<file path="src/pkg/sdcr_pkg.sv">
package sdcr_pkg;
  // Register offsets on the controller register port
  localparam logic [7:0] OFS_CONFIG = 8'h08;
  localparam logic [7:0] OFS_TIM_ONE = 8'h10;
  localparam logic [7:0] OFS_TIM_TWO = 8'h14;
  // Configuration register field positions
  localparam int BIT_BANK_POS = 26;
  localparam int BIT_MOBILE = 25;
  localparam int BIT_BOOT_UNLOCK = 23;
  localparam int BIT_ENABLE = 16;
  localparam int BIT_TIM_UNLOCK = 15;
  localparam int BIT_NARROW = 14;
  localparam int CAS_MSB = 11;
  localparam int CAS_LSB = 9;
  localparam int LOW_MSB = 6;
  // Reset values
  localparam logic RST_ENABLE = 1'b1;
  localparam logic [2:0] RST_CAS = 3'h3;
  localparam logic [6:0] RST_LOW = 7'h20;
  localparam logic [31:0] RST_TIM = 32'h0000_0000;
  // Initialization sequence length
  localparam int unsigned INIT_TIME_US = 100;
  localparam int unsigned CLK_MHZ = 100;
  localparam int unsigned INIT_CYCLES_DEF = INIT_TIME_US * CLK_MHZ;
  typedef enum logic [1:0] {
    SDCR_IDLE = 2'b00,
    SDCR_RUN = 2'b01,
    SDCR_DONE = 2'b11
  } sdcr_state_e;
endpackage

</file>
<file path="src/pkg/sdcr_init_if.sv">
`timescale 1ns/10ps
`default_nettype none
interface sdcr_init_if;
  logic start;
  logic busy;
  logic done;
  modport ctrl (output start, input busy, input done);
  modport seq (input start, output busy, output done);
endinterface
`default_nettype wire

</file>
<file path="src/verilog/sdcr_init_seq.sv">
`timescale 1ns/10ps
`default_nettype none
module sdcr_init_seq import sdcr_pkg::*; #(
  parameter int unsigned INIT_CYCLES = INIT_CYCLES_DEF
) (
  input wire logic ref_clk, // Controller clock
  input wire logic rst_n, // Async reset, active low
  sdcr_init_if.seq initIf // Start, busy and done
);
  typedef struct packed {
    sdcr_state_e state;
    logic [31:0] cnt;
    logic busy;
    logic done;
  } sdcr_seq_s;

  localparam logic [31:0] LAST = 32'(INIT_CYCLES - 1);

  sdcr_seq_s s_q;
  sdcr_seq_s s_d;

  always_comb begin
    s_d = s_q;
    s_d.done = 1'b0;
    case (s_q.state)
      SDCR_IDLE, SDCR_DONE: begin
        s_d.state = SDCR_IDLE;
        if (initIf.start) begin
          s_d.state = SDCR_RUN;
          s_d.cnt = 32'h0000_0000;
          s_d.busy = 1'b1;
        end
      end
      SDCR_RUN: begin
        // A new start restarts the whole sequence
        if (initIf.start) begin
          s_d.cnt = 32'h0000_0000;
        end else if (s_q.cnt == LAST) begin
          s_d.state = SDCR_DONE;
          s_d.busy = 1'b0;
          s_d.done = 1'b1;
        end else begin
          s_d.cnt = s_q.cnt + 32'h0000_0001;
        end
      end
      default: begin
        s_d.state = SDCR_IDLE;
        s_d.busy = 1'b0;
      end
    endcase
  end

  always_ff @(posedge ref_clk or negedge rst_n) begin
    if (!rst_n) begin
      s_q <= '{state: SDCR_IDLE, cnt: 32'h0000_0000, busy: 1'b0, done: 1'b0};
    end else begin
      s_q <= s_d;
    end
  end

  assign initIf.busy = s_q.busy;
  assign initIf.done = s_q.done;
endmodule // sdcr_init_seq
`default_nettype wire

</file>
<file path="src/verilog/sdcr_config_top.sv">
// Overview of operation
// - Bank position bit needs enable unlock
// - Bank position picks standard or alternate bits
// - Mobile bit locked; mobile needs enable too
// - Lower-half write starts SDRAM initialization
// - Enable unlock gates the SDRAM enable bit
// - SDRAM enable bit writable only when unlocked
// - Enable low: no init, no refresh
// - Timing unlock gates latency and timing registers
// - Narrow select picks bus width, starts init
// - Latency codes 2h/3h, locked, starts init; any 3-bit code is stored
// - Then writes unlock zero with new values
`timescale 1ns/10ps
`default_nettype none
module sdcr_config_top import sdcr_pkg::*; #(
  parameter int unsigned INIT_CYCLES = INIT_CYCLES_DEF
) (
  input wire logic ref_clk, // Controller clock, 100 MHz
  input wire logic rst_n, // Async reset, active low
  input wire logic regWrEn, // Register write strobe
  input wire logic regRdEn, // Register read strobe
  input wire logic [7:0] regAddr, // Register byte offset
  input wire logic [31:0] regWrData, // Write word
  output logic [31:0] regRdData, // Read word
  output logic regRdValid, // Read word valid
  output logic bankBitPosition, // Alternate bank bit positions
  output logic mobileSdrMode, // Mobile SDR operation active
  output logic sdramEnable, // Full SDRAM operation
  output logic narrowBusSelect, // 16-bit data bus
  output logic [2:0] casLatency, // CAS latency code
  output logic [6:0] bankGeometry, // Bank, select and page fields
  output logic [31:0] timingRegOne, // First timing register
  output logic [31:0] timingRegTwo, // Second timing register
  output logic refreshEnable, // Refreshes may be issued
  output logic initBusy, // Initialization in progress
  output logic initDone // Initialization finished pulse
);
  typedef struct packed {
    logic bankPos;
    logic mobileEn;
    logic bootUnlock;
    logic sdram_enable;
    logic timing_write_unlock;
    logic narrow;
    logic [2:0] cas;
    logic [6:0] low;
    logic [31:0] timOne;
    logic [31:0] timTwo;
    logic [31:0] rdData;
    logic rdValid;
    logic mobileSdr;
    logic refreshEn;
    logic initStart;
    logic bootPend;
    logic initBusy;
    logic initDone;
  } sdcr_top_s;

  sdcr_top_s s_q;
  sdcr_top_s s_d;
  sdcr_init_if initIf ();

  sdcr_init_seq #(
    .INIT_CYCLES(INIT_CYCLES)
  ) u_init (
    .ref_clk(ref_clk),
    .rst_n(rst_n),
    .initIf(initIf)
  );

  assign initIf.start = s_q.initStart;

  always_comb begin
    logic bootOpen;
    logic timOpen;
    logic cfgWr;
    bootOpen = s_q.bootUnlock;
    timOpen = s_q.timing_write_unlock | regWrData[BIT_TIM_UNLOCK];
    cfgWr = regWrEn && (regAddr == OFS_CONFIG);
    s_d = s_q;
    s_d.rdValid = regRdEn;
    s_d.initStart = 1'b0;
    s_d.bootPend = 1'b0;
    s_d.initBusy = initIf.busy;
    s_d.initDone = initIf.done;
    if (cfgWr) begin
      s_d.bootUnlock = regWrData[BIT_BOOT_UNLOCK];
      s_d.timing_write_unlock = regWrData[BIT_TIM_UNLOCK];
      s_d.narrow = regWrData[BIT_NARROW];
      s_d.low = regWrData[LOW_MSB:0];
      if (bootOpen) begin
        s_d.bankPos = regWrData[BIT_BANK_POS];
        s_d.mobileEn = regWrData[BIT_MOBILE];
        // enable bit gated, applied on relock write
        s_d.sdram_enable = regWrData[BIT_ENABLE];
      end
      if (timOpen) begin
        s_d.cas = regWrData[CAS_MSB:CAS_LSB];
      end
      // word write covers lower half, only when enabled
      s_d.initStart = s_d.sdram_enable;
    end
    if (s_q.bootPend && s_q.sdram_enable) begin
      s_d.initStart = 1'b1;
    end
    if (regWrEn && s_q.timing_write_unlock) begin
      if (regAddr == OFS_TIM_ONE) begin
        s_d.timOne = regWrData;
      end
      if (regAddr == OFS_TIM_TWO) begin
        s_d.timTwo = regWrData;
      end
    end
    s_d.rdData = 32'h0000_0000;
    if (regRdEn) begin
      case (regAddr)
        OFS_CONFIG: begin
          s_d.rdData[BIT_BANK_POS] = s_q.bankPos;
          s_d.rdData[BIT_MOBILE] = s_q.mobileEn;
          s_d.rdData[BIT_BOOT_UNLOCK] = s_q.bootUnlock;
          s_d.rdData[BIT_ENABLE] = s_q.sdram_enable;
          s_d.rdData[BIT_TIM_UNLOCK] = s_q.timing_write_unlock;
          s_d.rdData[BIT_NARROW] = s_q.narrow;
          s_d.rdData[CAS_MSB:CAS_LSB] = s_q.cas;
          s_d.rdData[LOW_MSB:0] = s_q.low;
        end
        OFS_TIM_ONE: s_d.rdData = s_q.timOne;
        OFS_TIM_TWO: s_d.rdData = s_q.timTwo;
        default: s_d.rdData = 32'h0000_0000;
      endcase
    end
    s_d.mobileSdr = s_d.mobileEn & s_d.sdram_enable;
    // no refresh from start request to init end
    s_d.refreshEn = s_d.sdram_enable & ~initIf.busy & ~s_d.initStart & ~s_q.initStart;
  end

  always_ff @(posedge ref_clk or negedge rst_n) begin
    if (!rst_n) begin
      s_q <= '{
        bankPos: 1'b0, mobileEn: 1'b0, bootUnlock: 1'b0, sdram_enable: RST_ENABLE,
        timing_write_unlock: 1'b0, narrow: 1'b0, cas: RST_CAS, low: RST_LOW,
        timOne: RST_TIM, timTwo: RST_TIM, rdData: 32'h0000_0000,
        rdValid: 1'b0, mobileSdr: 1'b0, refreshEn: 1'b0, initStart: 1'b0,
        bootPend: 1'b1, initBusy: 1'b0, initDone: 1'b0
      };
    end else begin
      s_q <= s_d;
    end
  end

  assign regRdData = s_q.rdData;
  assign regRdValid = s_q.rdValid;
  assign bankBitPosition = s_q.bankPos;
  assign mobileSdrMode = s_q.mobileSdr;
  assign sdramEnable = s_q.sdram_enable;
  assign narrowBusSelect = s_q.narrow;
  assign casLatency = s_q.cas;
  assign bankGeometry = s_q.low;
  assign timingRegOne = s_q.timOne;
  assign timingRegTwo = s_q.timTwo;
  assign refreshEnable = s_q.refreshEn;
  assign initBusy = s_q.initBusy;
  assign initDone = s_q.initDone;
endmodule // sdcr_config_top
`default_nettype wire

</file>
<file path="config.mk">
export PLATFORM = sky130hd
export DESIGN_NAME = sdcr_config_top
export DESIGN_NICKNAME = d
export VERILOG_FILES = /design/src/pkg/sdcr_pkg.sv /design/src/pkg/sdcr_init_if.sv /design/src/verilog/sdcr_init_seq.sv /design/src/verilog/sdcr_config_top.sv
export SDC_FILE = /design/constraint.sdc
export NUM_CORES = 1
export LEC_CHECK = 0
export ABC_AREA = 1
export BUFFER_PORTS_ARGS = -buffer_cell sky130_fd_sc_hd__buf_2
export CORE_ASPECT_RATIO = 2
export CORE_MARGIN = 1.5
export CORE_UTILIZATION = 45
export DETAILED_ROUTE_END_ITERATION = 10
export GPL_ROUTABILITY_DRIVEN = 0
export PLACE_DENSITY = 0.67
export SLEW_MARGIN = 5
export SYNTH_ARGS = -nofsm -noshare
export SYNTH_HDL_FRONTEND = slang
export SYNTH_SLANG_ARGS = --single-unit
</file>
<file path="constraint.sdc">
create_clock -name ref_clk -period 2.1 [get_ports ref_clk]
set_clock_uncertainty 0.2 [all_clocks]
set_input_delay 0.21 -clock ref_clk [delete_from_list [all_inputs] [get_ports ref_clk]]
set_output_delay 0.21 -clock ref_clk [all_outputs]
set_load 0.01 [all_outputs]
</file>
==> results.md <==
| Quantity | This run |
| --- | --- |
| DR WL met3 | 917 um |
| Core area | 17800 um^2 |
| Dominant cell type by area after synthesis | sky130_fd_sc_hd__dfrtp_1 |
| Number of clock buffers inserted by TritonCTS | 17 |
| Gr usage total | 22.2% |
| Number of enable flip-flop cells after synthesis | 0 |
| First element of the critical path | u_init.s_q[3]$_DFFE_PN0P_ |
| DR pass1 iterations | 4 |
| Number of vias in the routed layout | 6547 |
| Element type at the critical path end | flop |
| Clock slew at reported path FFs | 0.07 ns |
| Antenna Nets Post-Route | 0 |
| Total number of nets in the final design | 1159 |
| Async S/R FF share, synth | 100% |
| Sum of negative setup slack | 0 ns |
| Most frequently used cell type in the post-synthesis netlist | sky130_fd_sc_hd__nand2_1 |
| Startpoint of the tightest hold check path | regAddr[4] |
| Remaining DRCs | 0 |
| # IOs | 158 |
| Final hold violation count | 0 |
| Part of the total power dissipated in the clock network | 47.9% |
| Net load switching power | 1.62 mW |
| Maximum frequency from static timing analysis | 507 MHz |
| Combinational group share of total power | 6.7% |
| Minimum clock period after layout | 1.97 ns |
| WL final | 20300 um |
| Top cells by count, synth | 308 x sky130_fd_sc_hd__nand2_1, 150 x sky130_fd_sc_hd__dfrtp_1, 109 x sky130_fd_sc_hd__buf_4 |
| Fraction of layout instances using a drive strength above 1 | 26.4% |
| Kind of critical path | flop to flop |
| Initial DRC Count | 273 |
| Sink Count | 155 |
| Setup fix buffers added after clock tree synthesis | 0 |
| Vias in the first global route | 6724 |
| Width of the chip | 98.4 um |
| Area overhead of the layout relative to synthesis | 16.8% |
| Finish-stage setup viols | 0 |
| Finished Core Util | 53.8% |
| Maximum clock insertion buffer count | 2 |
| Rows | 69 |
| CTS tree | done |
| Number of fill cells | 1657 |
| Net Sw Frac | 23.3% |
| Routed length on met2 | 11200 um |
| Synth cell types | 38 |
| Crit share post-route | 93.9% |
| Outcome | finished clean |
| Cells taking the most area after synthesis | sky130_fd_sc_hd__dfrtp_1 46%, sky130_fd_sc_hd__nand2_1 14%, sky130_fd_sc_hd__buf_4 10%, sky130_fd_sc_hd__inv_1 4.5%, sky130_fd_sc_hd__o21ai_1 2.7% |
| Die height | 194 um |
| Clk Latency, worst-skew pair | 0.43 ns |
| Detailed Place HPWL | 14800 um |
| Maximum vdd ir drop | 0.000690 V |
| WP data arrival | 2.08 ns |
| Initial antenna violation count | 0 |
| Routed wirelength normalized by instance count | 15.2 um |
| Post-synthesis register bit count | 155 |
| CTS H-Tree Depth | 4 |
| Vias per inst | 4.89 |
| Classification of the worst-slack hold path | input port to flop |
| Max-capacitance violation count | 0 |
| Number of port buffers | 157 |
| Total Power | 6.96 mW |
| Leftover overflow at the end of global routing | 0 |
| Root Buffer | sky130_fd_sc_hd__clkbuf_16 |
| Top FF cell, synth | sky130_fd_sc_hd__dfrtp_1 |
| Top routing layer in use | met4 |
| Antenna Cells | 0 |
| First-pass GRT wire length | 33500 um |
| Net count of the mapped netlist | 1053 |
| Final Slew Violations | 0 |
| Worst hold slack | 0.0833 ns |
| Synth top area share | 45.8% |
| Maximum fanout along the worst path | 7 |
| Sequential fraction of the synthesis area | 47.4% |
| Unrepaired setup endpoints after global routing | no |
| Metal1 wirelength | 7480 um |
| Sequential cell fraction of total power | 45.4% |
| Count of warnings emitted by yosys | 0 |
| Worst endpoint required time | 2.21 ns |
| PwrDens | 727 nW/um^2 |
| Leak Pwr | 5.04 nW |
| Pin count of the biggest net entering global routing | 47 |
| Mean cell area of the mapped netlist | 8.15 um^2 |
| RR Startpoint | u_init.s_q[3]$_DFFE_PN0P_ |
| Synthesized instance count | 1006 |
| Startpoint types | flop |
| Post-synthesis instance area | 8200 um^2 |
| Die area | 19100 um^2 |
| Starting utilization of the core area | 46.1% |
| Cell-internal power | 5.34 mW |
==> through the flow <==
stage / cells / setup slack, ns / instance area (um^2)
after floorplan: 1006 / 0.194 / 8200
after global placement: 1270 / 0.168 / 8560
after global routing: 1338 / 0.00299 / 9570
after CTS: 1338 / 0.0882 / 9570
final: 1338 / 0.127 / 9570
after detailed placement: 1270 / 0.117 / 8560
==> kinds of logic after synthesis <==
| family | Yosys count | share of synthesized area, % |
|---|---|---|
| adders and majority gates | 3 | 0.458 |
| DFF | 155 | 47.4 |
| buffers and inverters | 238 | 17.0 |
| and+or+nand+nor | 470 | 25.1 |
| other | 1 | 0.0457 |
| AOI/OAI and AO/OA | 127 | 8.74 |
| xor gates and xnor gates | 12 | 1.28 |
==> path summary, 6_finish.rpt <==
kind                                               to  slack (ns)  depth (start not counted)
max in group asynchronous   casLatency[0]$_DFFE_PN1P_        0.98                          3
max reg2reg                u_init.s_q[24]$_DFFE_PN0P_        0.13                          8
min reg2reg                        initDone$_DFF_PN0_        0.15                          0
min                           regRdData[15]$_DFF_PN0_        0.08                          6
max                        u_init.s_q[24]$_DFFE_PN0P_        0.13                          8
min in group asynchronous  u_init.s_q[18]$_DFFE_PN0P_        0.09                          2
==> layout by cell type, fill, tap and decap left out, types with 3 or more instances in the layout <==
master,synthesis,final
sky130_fd_sc_hd__inv_2,3,3
sky130_fd_sc_hd__nand3_1,38,38
sky130_fd_sc_hd__nor2_1,55,54
sky130_fd_sc_hd__nor2_4,4,4
sky130_fd_sc_hd__o21ai_2,19,19
sky130_fd_sc_hd__dfrtp_1,150,150
sky130_fd_sc_hd__o21ai_1,44,44
sky130_fd_sc_hd__nor3_1,5,5
sky130_fd_sc_hd__a21oi_1,18,18
sky130_fd_sc_hd__nand2_2,31,32
sky130_fd_sc_hd__clkbuf_16,0,17
sky130_fd_sc_hd__nor2_2,2,3
sky130_fd_sc_hd__buf_12,4,7
sky130_fd_sc_hd__o21ai_0,43,43
sky130_fd_sc_hd__dlygate4sd3_1,0,36
sky130_fd_sc_hd__nand4_1,13,13
sky130_fd_sc_hd__or2_2,3,3
sky130_fd_sc_hd__bufinv_16,0,4
sky130_fd_sc_hd__inv_1,98,98
sky130_fd_sc_hd__buf_4,109,22
sky130_fd_sc_hd__buf_2,12,156
sky130_fd_sc_hd__clkinv_4,0,4
sky130_fd_sc_hd__nand2_1,308,307
sky130_fd_sc_hd__xor2_1,12,12
sky130_fd_sc_hd__clkinvlp_4,0,3
sky130_fd_sc_hd__dfstp_2,5,5
==> per-layer routing <==
layer	vias to the layer above	track usage [%]
met5	-	0
met4	0	9.96
met3	45	4.94
met2	181	40.6
met1	3077	24.0
li1	3244	-
==> critical path, stage by stage (launching register included) <==
cell and delay, ns:
sky130_fd_sc_hd__dfrtp_1 0.40, sky130_fd_sc_hd__ha_2 0.23, sky130_fd_sc_hd__nand2_2 0.11, sky130_fd_sc_hd__nor2_8 0.15, sky130_fd_sc_hd__nand2_1 0.13, sky130_fd_sc_hd__nor2_2 0.28, sky130_fd_sc_hd__nand2_1 0.12, sky130_fd_sc_hd__xor2_1 0.17
sky130_fd_sc_hd__o21ai_2 0.06
==> registers in the layout, summed over array words and instances, names as in the netlist <==
name / count
bankBitPosition: 1
bankGeometry: 7
casLatency: 3
initBusy: 1
initDone: 1
initIf.start: 1
mobileSdrMode: 1
narrowBusSelect: 1
refreshEnable: 1
regRdData: 32
regRdValid: 1
s_q: 4
sdramEnable: 1
timingRegOne: 32
timingRegTwo: 32
u_init.initIf.busy: 1
u_init.initIf.done: 1
u_init.s_q: 34
==> repair_timing <==
item | in CTS | in global routing
resized for setup | 0 | 2
hold buffers | 36 | 0
setup endpoints to repair | 0 | 10
endpoints found under the hold margin | 242 | 0
==> power groups by stage <==
stage	clock, mW	combinational, mW	sequential (mW)
detailed placement	0	0.422	3.21
global route	3.51	0.527	3.17
CTS	3.38	0.475	3.16
floorplan	0	0.264	3.19
finish	3.33	0.469	3.16
global placement	0	0.416	3.21
==> area by class of cell <==
type	count	area (um^2)	share of cell area, %
Timing Repair Buffer	222	1460	15.2
Multi-Input combinational cell	613	2930	30.6
Clock buffer	19	453	4.73
Sequential cell	155	3880	40.6
Clock inverter	13	191	2.00
Inverter	103	387	4.04
Tap cell	213	267	2.78
Note: power is estimated with default switching activity, not from simulation.
